`config.mk`:
```
export PLATFORM = sky130hd
export DESIGN_NAME = unsigned_simd_halving_multiply_alu
export DESIGN_NICKNAME = d
export VERILOG_FILES = /design/src/design/unsigned_simd_halving_multiply_alu.v
export VERILOG_INCLUDE_DIRS = /design/src /design/src/common
export SDC_FILE = /design/constraint.sdc
export NUM_CORES = 2
export LEC_CHECK = 0
export ABC_AREA = 0
export BUFFER_PORTS_ARGS = -buffer_cell sky130_fd_sc_hd__buf_2
export CAP_MARGIN = 10
export CORE_UTILIZATION = 65
export CTS_CLUSTER_DIAMETER = 60
export CTS_CLUSTER_SIZE = 20
export DETAILED_ROUTE_END_ITERATION = 7
export PLACE_DENSITY = 0.84
export SETUP_SLACK_MARGIN = 0.5
export SKIP_CTS_REPAIR_TIMING = 1
export SLEW_MARGIN = 25
export SYNTH_ARGS = -nofsm -noshare
export SYNTH_HDL_FRONTEND = slang
export SYNTH_SLANG_ARGS = --single-unit
```
`constraint.sdc`:
```
create_clock -name core_clk -period 13.2 [get_ports core_clk]
set_input_delay 1.32 -clock core_clk [delete_from_list [all_inputs] [get_ports core_clk]]
set_output_delay 1.32 -clock core_clk [all_outputs]
set_load 0.05 [all_outputs]
```
`src/common/alu_defs.vh`:
```
/*
 * Constants for the unsigned packed-halving and long-multiply datapath:
 * operation codes, lane widths and lane field positions.
 * Assumes it is included once per design file by its bare name.
 */
`ifndef ALU_DEFS_VH
`define ALU_DEFS_VH

// Operation select codes
`define OP_W              3
`define OP_HSUB_ADD_XCH   3'h0
`define OP_HSUB_HALF      3'h1
`define OP_HSUB_BYTE      3'h2
`define OP_MUL_DACC_LONG  3'h3
`define OP_MUL_ACC_LONG   3'h4
`define OP_MUL_LONG       3'h5
`define OP_QADD_HALF      3'h6
`define OP_QADD_BYTE      3'h7

// Word, lane and register number widths
`define WORD_W            32
`define DWORD_W           64
`define HALF_W            16
`define BYTE_W            8
`define HALF_LANES        2
`define BYTE_LANES        4
`define REGNUM_W          4

// Field positions
`define HALF_LO           15:0
`define HALF_HI           31:16
`define DWORD_LO          31:0
`define DWORD_HI          63:32

// Reset values
`define WORD_RST          32'h00000000
`define REGNUM_RST        4'h0

`endif

```
`src/design/unsigned_simd_halving_multiply_alu.v`:
```
/*
 * Execution datapath for unsigned halving subtracts, saturating adds and
 * 32x32 long multiplies, with one registered stage of write-back.
 * Assumes the decode logic supplies operands already read from the register
 * file, the prior destination contents for the accumulating multiplies, and
 * a condition-pass level, all in the core_clk domain. Legal register numbers
 * are the issuer's responsibility; this block does not check them.
 * Results leave one clock after the issuing edge and stand for one cycle;
 * the register file must absorb both write ports in that same cycle.
 * Data and number outputs read zero whenever their enable is low, so a
 * watcher can compare them without looking at the enables first.
 * The flag strobes are outputs only to show that no flag write happens.
 */
`include "alu_defs.vh"

// Notes on behaviour
// RULE_01: Exchange op: low half a.lo plus b.hi, high half a.hi minus b.lo, halved.
// RULE_02: Halfword halving subtract: per lane 17-bit difference shifted right one.
// RULE_03: Byte halving subtract: four 9-bit differences, keep bits eight to one.
// RULE_04: Double accumulate: product plus prior low plus prior high, 64 bits.
// RULE_05: Long multiplies write bits 31:0 to low dest, 63:32 to high dest.
// RULE_06: Accumulate long: product plus {high,low}, carry beyond bit 63 dropped.
// RULE_07: Plain long multiply: full 64-bit product, no accumulation.
// RULE_08: Accumulate long and plain long multiply never write condition flags.
// RULE_09: Issuer must not give equal high and low destination numbers.
// RULE_10: Issuer must not use register 13 or 15 in a long multiply.
// RULE_11: Issuer must not use register 13 or 15 in packed operations.
// RULE_12: Halfword saturating add: each lane sum clamped to 0..65535.
// RULE_13: Byte saturating add: each lane sum clamped to 0..255.
// RULE_14: Failed condition check writes nothing and changes no state.
// RULE_15: Packed ops leave flags and GE flags alone; only dest written.
module unsigned_simd_halving_multiply_alu #(
    // Datapath and register number widths
    parameter DATA_W   = `WORD_W,
    parameter REGNUM_W = `REGNUM_W
) (
    // Clock and reset
    input  wire                  core_clk,
    input  wire                  nrst,
    // Issue from decode
    input  wire                  issue_valid,
    input  wire                  cond_passed,
    input  wire [`OP_W-1:0]      op_sel,
    // Operands and prior destination contents
    input  wire [DATA_W-1:0]     first_operand,
    input  wire [DATA_W-1:0]     second_operand,
    input  wire [DATA_W-1:0]     acc_low,
    input  wire [DATA_W-1:0]     acc_high,
    // Destination register numbers
    input  wire [REGNUM_W-1:0]   dest_reg,
    input  wire [REGNUM_W-1:0]   dest_low_reg,
    input  wire [REGNUM_W-1:0]   dest_high_reg,
    // Write-back port 0: packed result or low word
    output reg                   wr0_en,
    output reg  [REGNUM_W-1:0]   wr0_num,
    output reg  [DATA_W-1:0]     wr0_data,
    // Write-back port 1: high word of long multiplies
    output reg                   wr1_en,
    output reg  [REGNUM_W-1:0]   wr1_num,
    output reg  [DATA_W-1:0]     wr1_data,
    // Flag update strobes, never raised by this group
    output reg                   flags_wr_en,
    output reg                   ge_wr_en
);

    // Packed lane results
    wire [DATA_W-1:0]    hsub_byte_res;
    wire [DATA_W-1:0]    qadd_byte_res;
    wire [DATA_W-1:0]    hsub_half_res;
    wire [DATA_W-1:0]    qadd_half_res;
    wire [DATA_W-1:0]    xch_res;

    // Long multiply results
    wire [`DWORD_W-1:0]  prod;
    wire [`DWORD_W-1:0]  acc_pair;
    wire [`DWORD_W-1:0]  acc_low_ext;
    wire [`DWORD_W-1:0]  acc_high_ext;
    wire [`DWORD_W-1:0]  mul_long_res;
    wire [`DWORD_W-1:0]  mul_acc_res;
    wire [`DWORD_W-1:0]  mul_dacc_res;

    // Exchange halves
    wire [`HALF_W:0]     xch_sum;
    wire [`HALF_W:0]     xch_diff;

    // Next values of write-back port 0
    reg                  wr0_en_next;
    reg  [REGNUM_W-1:0]  wr0_num_next;
    reg  [DATA_W-1:0]    wr0_data_next;

    // Next values of write-back port 1
    reg                  wr1_en_next;
    reg  [REGNUM_W-1:0]  wr1_num_next;
    reg  [DATA_W-1:0]    wr1_data_next;

    // Decode results
    reg  [`DWORD_W-1:0]  long_res;
    reg                  is_long;
    reg                  is_packed;

    // Shared index of the lane generates
    genvar i;

    // Byte lanes: widen by one bit so borrow and carry survive
    generate
        for (i = 0; i < `BYTE_LANES; i = i + 1) begin : g_byte
            wire [`BYTE_W:0] bdiff;
            wire [`BYTE_W:0] bsum;
            // Difference for the halving subtract, borrow in bit eight
            assign bdiff = {1'b0, first_operand[i*`BYTE_W +: `BYTE_W]}
                         - {1'b0, second_operand[i*`BYTE_W +: `BYTE_W]};
            // Sum for the saturating add, carry in bit eight
            assign bsum  = {1'b0, first_operand[i*`BYTE_W +: `BYTE_W]}
                         + {1'b0, second_operand[i*`BYTE_W +: `BYTE_W]};
            // RULE_03: keep bits eight down to one
            assign hsub_byte_res[i*`BYTE_W +: `BYTE_W] = bdiff[`BYTE_W:1];
            // RULE_13: clamp on carry out
            assign qadd_byte_res[i*`BYTE_W +: `BYTE_W] =
                bsum[`BYTE_W] ? {`BYTE_W{1'b1}} : bsum[`BYTE_W-1:0];
        end
    endgenerate

    // Halfword lanes, same scheme at sixteen bits
    generate
        for (i = 0; i < `HALF_LANES; i = i + 1) begin : g_half
            wire [`HALF_W:0] hdiff;
            wire [`HALF_W:0] hsum;
            // Difference for the halving subtract, borrow in bit sixteen
            assign hdiff = {1'b0, first_operand[i*`HALF_W +: `HALF_W]}
                         - {1'b0, second_operand[i*`HALF_W +: `HALF_W]};
            // Sum for the saturating add, carry in bit sixteen
            assign hsum  = {1'b0, first_operand[i*`HALF_W +: `HALF_W]}
                         + {1'b0, second_operand[i*`HALF_W +: `HALF_W]};
            // RULE_02: halve the 17-bit difference
            assign hsub_half_res[i*`HALF_W +: `HALF_W] = hdiff[`HALF_W:1];
            // RULE_12: clamp on carry out
            assign qadd_half_res[i*`HALF_W +: `HALF_W] =
                hsum[`HALF_W] ? {`HALF_W{1'b1}} : hsum[`HALF_W-1:0];
        end
    endgenerate

    // RULE_01: crossed halves, sum low and difference high
    // Low half: first low plus second high, carry kept in bit sixteen
    assign xch_sum  = {1'b0, first_operand[`HALF_LO]} + {1'b0, second_operand[`HALF_HI]};
    // High half: first high minus second low, borrow kept in bit sixteen
    assign xch_diff = {1'b0, first_operand[`HALF_HI]} - {1'b0, second_operand[`HALF_LO]};
    // Dropping bit zero of each halves it
    assign xch_res  = {xch_diff[`HALF_W:1], xch_sum[`HALF_W:1]};

    // Single-cycle 32x32 multiplier; at 200 MHz this is the critical path
    // and a second stage would be the first thing to add if timing fails.
    assign prod         = first_operand * second_operand;
    // Prior destination pair, high word above low
    assign acc_pair     = {acc_high, acc_low};
    // Zero-extended single addends for the double accumulate
    assign acc_low_ext  = {{DATA_W{1'b0}}, acc_low};
    assign acc_high_ext = {{DATA_W{1'b0}}, acc_high};

    // RULE_07: bare product
    assign mul_long_res = prod;
    // RULE_06: 64-bit wrap-around accumulate
    assign mul_acc_res  = prod + acc_pair;
    // RULE_04: two 32-bit addends, never overflows 64 bits
    assign mul_dacc_res = prod + acc_low_ext + acc_high_ext;

    // Operation decode
    always @* begin
        // Defaults: packed result zero, plain product on the long path
        is_long   = 1'b0;
        is_packed = 1'b0;
        long_res  = mul_long_res;
        wr0_data_next = `WORD_RST;
        case (op_sel)
            // RULE_01: halving subtract and add with exchange
            `OP_HSUB_ADD_XCH: begin
                is_packed     = 1'b1;
                wr0_data_next = xch_res;
            end

            // RULE_02: halving subtract per halfword
            `OP_HSUB_HALF: begin
                is_packed     = 1'b1;
                wr0_data_next = hsub_half_res;
            end

            // RULE_03: halving subtract per byte
            `OP_HSUB_BYTE: begin
                is_packed     = 1'b1;
                wr0_data_next = hsub_byte_res;
            end

            // RULE_12: saturating add per halfword
            `OP_QADD_HALF: begin
                is_packed     = 1'b1;
                wr0_data_next = qadd_half_res;
            end

            // RULE_13: saturating add per byte
            `OP_QADD_BYTE: begin
                is_packed     = 1'b1;
                wr0_data_next = qadd_byte_res;
            end

            // RULE_04: product plus both prior words
            `OP_MUL_DACC_LONG: begin
                is_long  = 1'b1;
                long_res = mul_dacc_res;
            end

            // RULE_06: product plus prior pair
            `OP_MUL_ACC_LONG: begin
                is_long  = 1'b1;
                long_res = mul_acc_res;
            end

            // RULE_07: bare product
            `OP_MUL_LONG: begin
                is_long  = 1'b1;
                long_res = mul_long_res;
            end
            default: begin
                is_long   = 1'b0;
                is_packed = 1'b0;
            end
        endcase

        // RULE_05: low word on port 0, high word on port 1
        if (is_long) begin
            wr0_data_next = long_res[`DWORD_LO];
        end
        // Port 1 carries nothing for packed ops
        wr1_data_next = is_long ? long_res[`DWORD_HI] : `WORD_RST;
    end

    // Write enables and destination numbers
    always @* begin
        // Defaults: no write, numbers parked at zero
        wr0_en_next  = 1'b0;
        wr1_en_next  = 1'b0;
        wr0_num_next = `REGNUM_RST;
        wr1_num_next = `REGNUM_RST;
        // RULE_14: nothing is written unless the condition passed
        if (issue_valid && cond_passed) begin
            // RULE_15: packed ops touch only their one destination
            if (is_packed) begin
                wr0_en_next  = 1'b1;
                wr0_num_next = dest_reg;
            end

            // RULE_05: two destinations for the long forms
            // Decodes are exclusive, so the two ifs never both fire
            if (is_long) begin
                wr0_en_next  = 1'b1;
                wr0_num_next = dest_low_reg;
                wr1_en_next  = 1'b1;
                wr1_num_next = dest_high_reg;
            end
        end
    end

    // RULE_09: equal destination numbers are passed through as given;
    // both ports then name one register and the outcome is left to the file.
    // Registers 13 and 15 are not screened either: a check here would cost
    // a comparator per number for a case the issuer already excludes.

    // Write-back port 0; data is held at zero when no write is made
    always @(posedge core_clk) begin
        if (!nrst) begin
            wr0_en   <= 1'b0;
            wr0_num  <= `REGNUM_RST;
            wr0_data <= `WORD_RST;
        end else begin
            wr0_en   <= wr0_en_next;
            wr0_num  <= wr0_num_next;
            wr0_data <= wr0_en_next ? wr0_data_next : `WORD_RST;
        end
    end

    // Write-back port 1, used by the long multiplies only
    always @(posedge core_clk) begin
        if (!nrst) begin
            wr1_en   <= 1'b0;
            wr1_num  <= `REGNUM_RST;
            wr1_data <= `WORD_RST;
        end else begin
            wr1_en   <= wr1_en_next;
            wr1_num  <= wr1_num_next;
            wr1_data <= wr1_en_next ? wr1_data_next : `WORD_RST;
        end
    end

    // Flag strobes are registered so the outputs stay flop-driven
    always @(posedge core_clk) begin
        if (!nrst) begin
            flags_wr_en <= 1'b0;
            ge_wr_en    <= 1'b0;
        end else begin
            // RULE_08: long multiplies with flag setting fixed off
            // RULE_15: packed ops never update NZCV or GE
            flags_wr_en <= 1'b0;
            ge_wr_en    <= 1'b0;
        end
    end

endmodule // unsigned_simd_halving_multiply_alu

```
* After elaboration in Yosys (flattened, before gate mapping)
Index checks and enable logic that the tools add are counted.
** Word-level totals
- Register bits after elaboration :: 74
- Input bits :: 147
- Logic and storage cells :: 57
- Output and inout port bits :: 76
** Cells by class
- Equal/unequal tests :: 7
- Muxes and demuxes :: 18
- Multiply operators :: 1
- Reduce and logical (&&, ||, !) cells :: 8
- $add $sub $neg :: 17
** Operator list (number)
- 32-bit case mux with 5 select lines :: 1
- 64-bit by 32-bit adder with 64-bit output :: 2
- 64-bit case mux with 2 select lines :: 1
- 64-bit adder :: 1
- 32-bit by 32-bit multiplier with 64-bit output :: 1
- 16-bit by 16-bit adder with 17-bit output :: 3
- 16-bit by 16-bit subtractor with 17-bit output :: 3
- 8-bit by 8-bit adder with 9-bit output :: 4
- 8-bit by 8-bit subtractor with 9-bit output :: 4
- 16-bit 2-to-1 mux :: 2
- 32-bit 2-to-1 mux :: 1
- 8-bit 2-to-1 mux :: 4
- 3-bit == test (second input constant) :: 4
- 4-bit 2-to-1 mux :: 2
- 1-bit 2-to-1 mux :: 7
- 3-bit by 2-bit == test with 1-bit output (second input constant) :: 2
- 3-bit AND reduction :: 2
- 5-bit OR reduction :: 1
- 2-bit AND reduction :: 2
- 3-bit by 1-bit == test with 1-bit output (second input constant) :: 1
- 3-bit zero test :: 1
- 3-bit OR reduction :: 1
- 1-bit logical AND :: 1

* Logic depth before layout (Yosys ltp)
- Depth after elaboration :: 7
- Depth in mapped cells :: 47
- Gate-level depth less buffers :: 42

* Worst setup path before layout
OpenSTA, ideal clock, no wires.
- Path type :: in2reg
- Start :: input port first_operand[16]
- End :: register wr1_data[20]
- Setup time :: 0.070 ns
- Slack :: 1.880 ns
- Stages :: 40
- Path buffers :: 4
- Required time :: 13.130 ns
- Arrival :: 11.249 ns
- Path through :: clkbuf_1 -> clkinv_1 -> clkbuf_1 -> nor2_1 -> fa_1 -> fa_1 -> fa_1 -> inv_1 -> fa_1 -> inv_1 -> fa_1 -> fa_1 -> fa_1 -> fa_1 -> ha_1 -> nand2_1 -> nor2_1 -> nand2_1 -> [... 4 more ...] -> fa_1 -> inv_1 -> ha_1 -> nand2_1 -> o21a_1 -> o21ai_0 -> a21o_1 -> a21oi_1 -> o21ai_0 -> o21ai_2 -> or4_1 -> or4b_1 -> buf_2 -> or2_1 -> buf_6 -> nor2_1 -> mux2_2 -> a21oi_1
** On the way
- Word-level cells in the longest chain between the ends :: 4
- Elaborated cells between the ends (all ways) :: 5
- Those cells by class :: 3 x add/sub; 1 x mul; 1 x mux
** Ends and longest elaborated chain
- start, declared :: RTL line unsigned_simd_halving_multiply_alu.v:45 : input wire [DATA_W-1:0] first_operand,
- 32-bit by 32-bit multiplier with 64-bit output * :: RTL line unsigned_simd_halving_multiply_alu.v:152 : assign prod = first_operand * second_operand;
- 64-bit by 32-bit adder with 64-bit output (2 in series) :: RTL line unsigned_simd_halving_multiply_alu.v:164 : assign mul_dacc_res = prod + acc_low_ext + acc_high_ext;
- 64-bit case mux with 2 select lines * :: RTL line unsigned_simd_halving_multiply_alu.v:173 : case (op_sel)
- end signal, assigned :: RTL line unsigned_simd_halving_multiply_alu.v:284 : wr1_data <= `WORD_RST;
- end signal, assigned :: RTL line unsigned_simd_halving_multiply_alu.v:288 : wr1_data <= wr1_en_next ? wr1_data_next : `WORD_RST;
- end, declared :: RTL line unsigned_simd_halving_multiply_alu.v:60 : output reg [DATA_W-1:0] wr1_data,
Every way passes the cells marked *; elsewhere a longest branch is shown, timed or not.
A chain may end at the register's enable or synchronous reset.

* Final worst setup path
- Start :: input port first_operand[9]
- End :: register wr1_data[20]
Same word-level chain as after synthesis.

==> results_dict.tcl <==
set metrics [dict create \
    status "complete, but fails checks" \
    violations "DRC" \
    row_count 99 \
    tns_ps 0 \
    min_path_type "in -> reg" \
    drive_gt1_share_pct 6.71 \
    routed_wl_mm 176 \
    synth_top_area_share_pct 39.0 \
    ys_types 92 \
    cts.sinks 74 \
    core_sq_mm 0.0732 \
    cts_buffer_depth 2 \
    max_cap_viol_count 0 \
    fp.dieArea_sq_mm 0.0752 \
    tritoncts "done" \
    wl_met3_mm 23.1 \
    area_delta_synth_final_pct 5.00 \
    root_buffer "clkbuf_16" \
    die_w_um 274 \
    first_pass_iters 8 \
    cp-end-kind "flip-flop" \
    yosys_register_bits 74 \
    synthMostInstantiatedCell "inv_1" \
    vias_per_cell 6.38 \
    cts_buffers 9 \
    synth_ff_type "dfxtp_1" \
    wire_per_inst_um 25.5 \
    hold_viol_final 0 \
    hpwlAfterDp_mm 144 \
    cp.arrival_ps 12580 \
    multi_input_area_sq_mm 0.0415 \
    required_ps 13510 \
    gp_congestion 1.05 \
    drt-initial-drc-count 4757 \
    ant_nets 0 \
    grt_overflow 0 \
    hold_depth 2 \
    ys_seq_area_share_pct 3.07 \
    drc_errors 18 \
    htree_levels 3 \
    placed_area_sq_mm 0.0503 \
    slew_headroom_pct 32.7 \
    io_pins 223 \
    fin_nets 7493 \
    yosys_warnings 0 \
    drv_slew 0 \
    setup_viol 0 \
    groute.usage.overall_pct 47.7 \
    final-seq-area_sq_mm 0.00148 \
    wl_met2_mm 76.6 \
    grt_first_pass_wirelength_mm 266 \
    path_class "in -> reg" \
    top_layer_used "met5" \
    grt_max_degree 49 \
    clkTransAtPathRegs_ps 70 \
    worst_pin_slew_ps 984 \
    slowest_delay_ps 650 \
    grt_pass1_vias 45400 \
    cp_max_fo 10 \
    wl_met1_mm 62.2 \
    fmax_mhz 81.5 \
    worstSetupStartpointType "input pin" \
    fill_cells 5980 \
    rsz0062_at_grt "yes" \
    dr_total_vias 44100 \
    ys_top_cells_by_count "inv_1, fa_1, nand2_1, ha_1, and2_1" \
    die_h_um 274 \
    initial_core_util_pct 65.8 \
    syn-instance-count 5892 \
    port-buffer-count 220 \
    min_from "dest_high_reg[0]" \
    stdcell_area_sq_mm 0.0506 \
    synth_edf_count 0 \
    synth.area.top_cells "fa_1, ha_1, inv_1" \
    hold-path-endpoint "wr1_num[0]" \
    synth_top_cell_by_area "fa_1" \
    synthArstFlopShare_pct 0 \
    period_minus_slack_ps 12270 \
    slowest_stage "or4b_1" \
    antenna_found_initial 5 \
    period_share_pct 92.9 \
    netlist_area_sq_mm 0.0482 \
    cpMostUsedCell "fa_1" \
    critPathLaunch "first_operand[9]" \
    postSynthAreaPerCell_sq_um 8.18 \
]
how the worst max path moves through the flow:
stage	end	cells past startpoint	slack, ps
2_1_floorplan	wr1_data[20]	40	1880
3_3_place_gp	wr1_data[20]	40	780
3_5_place_dp	wr1_data[20]	36	670
4_1_cts	wr1_data[20]	36	1010
5_1_grt	wr1_data[20]	38	470
6_report	wr1_data[20]	37	930
per-layer routing:
| metal | vias up | global-route usage [%] |
|---|---|---|
| met5 | - | 0 |
| li1 | 18600 | - |
| met2 | 3139 | 72.5 |
| met3 | 834 | 12.5 |
| met1 | 21600 | 60.5 |
| met4 | 2 | 30.8 |
cell families (layout without fill, tap and decap cells):
group | Yosys count | in the layout | share of synthesized area [%]
AO/OA/AOI/OAI | 958 | 958 | 12.4
XOR/XNOR | 228 | 228 | 4.14
adder cells (fa/ha/maj) | 1401 | 1401 | 51.0
buffers and inverters | 1394 | 1451 | 10.9
flip-flops | 74 | 74 | 3.07
multiplexers | 27 | 27 | 0.571
other | 1 | 5 | 0.00778
AND/OR/NAND/NOR | 1809 | 1809 | 17.9
registers in the layout (all words and copies together), names as in the netlist:
name	flops
wr0_data	32
wr0_en	1
wr0_num	4
wr1_data	32
wr1_en	1
wr1_num	4
critical path: cells and delay by family:
kind | cells | cell delay (ps)
compound gates | 4 | 770
xor+xnor | 1 | 340
fa+ha+maj | 11 | 5430
buf+inv | 7 | 1200
mux | 1 | 340
simple gates | 13 | 3150
layout make-up:
class	count	area share (%)
Timing Repair Buffer	339	3.97
Clock inverter	4	0.0668
Antenna cell	3	0.0148
Tap cell	959	2.37
Clock buffer	12	0.507
Multi-Input combinational cell	4425	82.0
Sequential cell	74	2.93
Inverter	1096	8.16
layout by cell type (no fill, tap or decap), types with 11 or more instances in the layout:
cell type,n
dfxtp_1,74
nand3_1,56
or2_2,11
a22oi_1,12
a31oi_1,31
xor2_1,80
nor2b_1,29
ha_1,462
or3_1,18
a21oi_1,352
o21a_1,33
and2_1,428
nor2_1,359
o31ai_1,13
xnor2_1,148
nor4_1,21
buf_2,214
a211oi_1,25
buf_4,119
nand2b_1,23
a211o_1,11
a221oi_1,14
o21ai_0,199
inv_1,1082
nand4_1,40
o22ai_1,17
and3_1,23
o21bai_1,32
fa_1,939
nor3_1,64
o211ai_1,14
nand2_1,691
a21o_1,93
mux2i_1,23
per-stage QoR:
stage                     utilization, %  hold slack (ps)  std cells  worst slack [ps]
final                               69.1             1180       6912               933
after global placement              68.6             1540       6893               783
after floorplan                        -             1460       5893              1880
after detailed placement            68.6             1550       6893               670
after global routing                69.1             1170       6912               474
after CTS                           69.0             1170       6909              1010
Power is left out: the tool's default activity adds up to more than one toggle a clock period on the data nets, which glitch-free logic cannot reach.
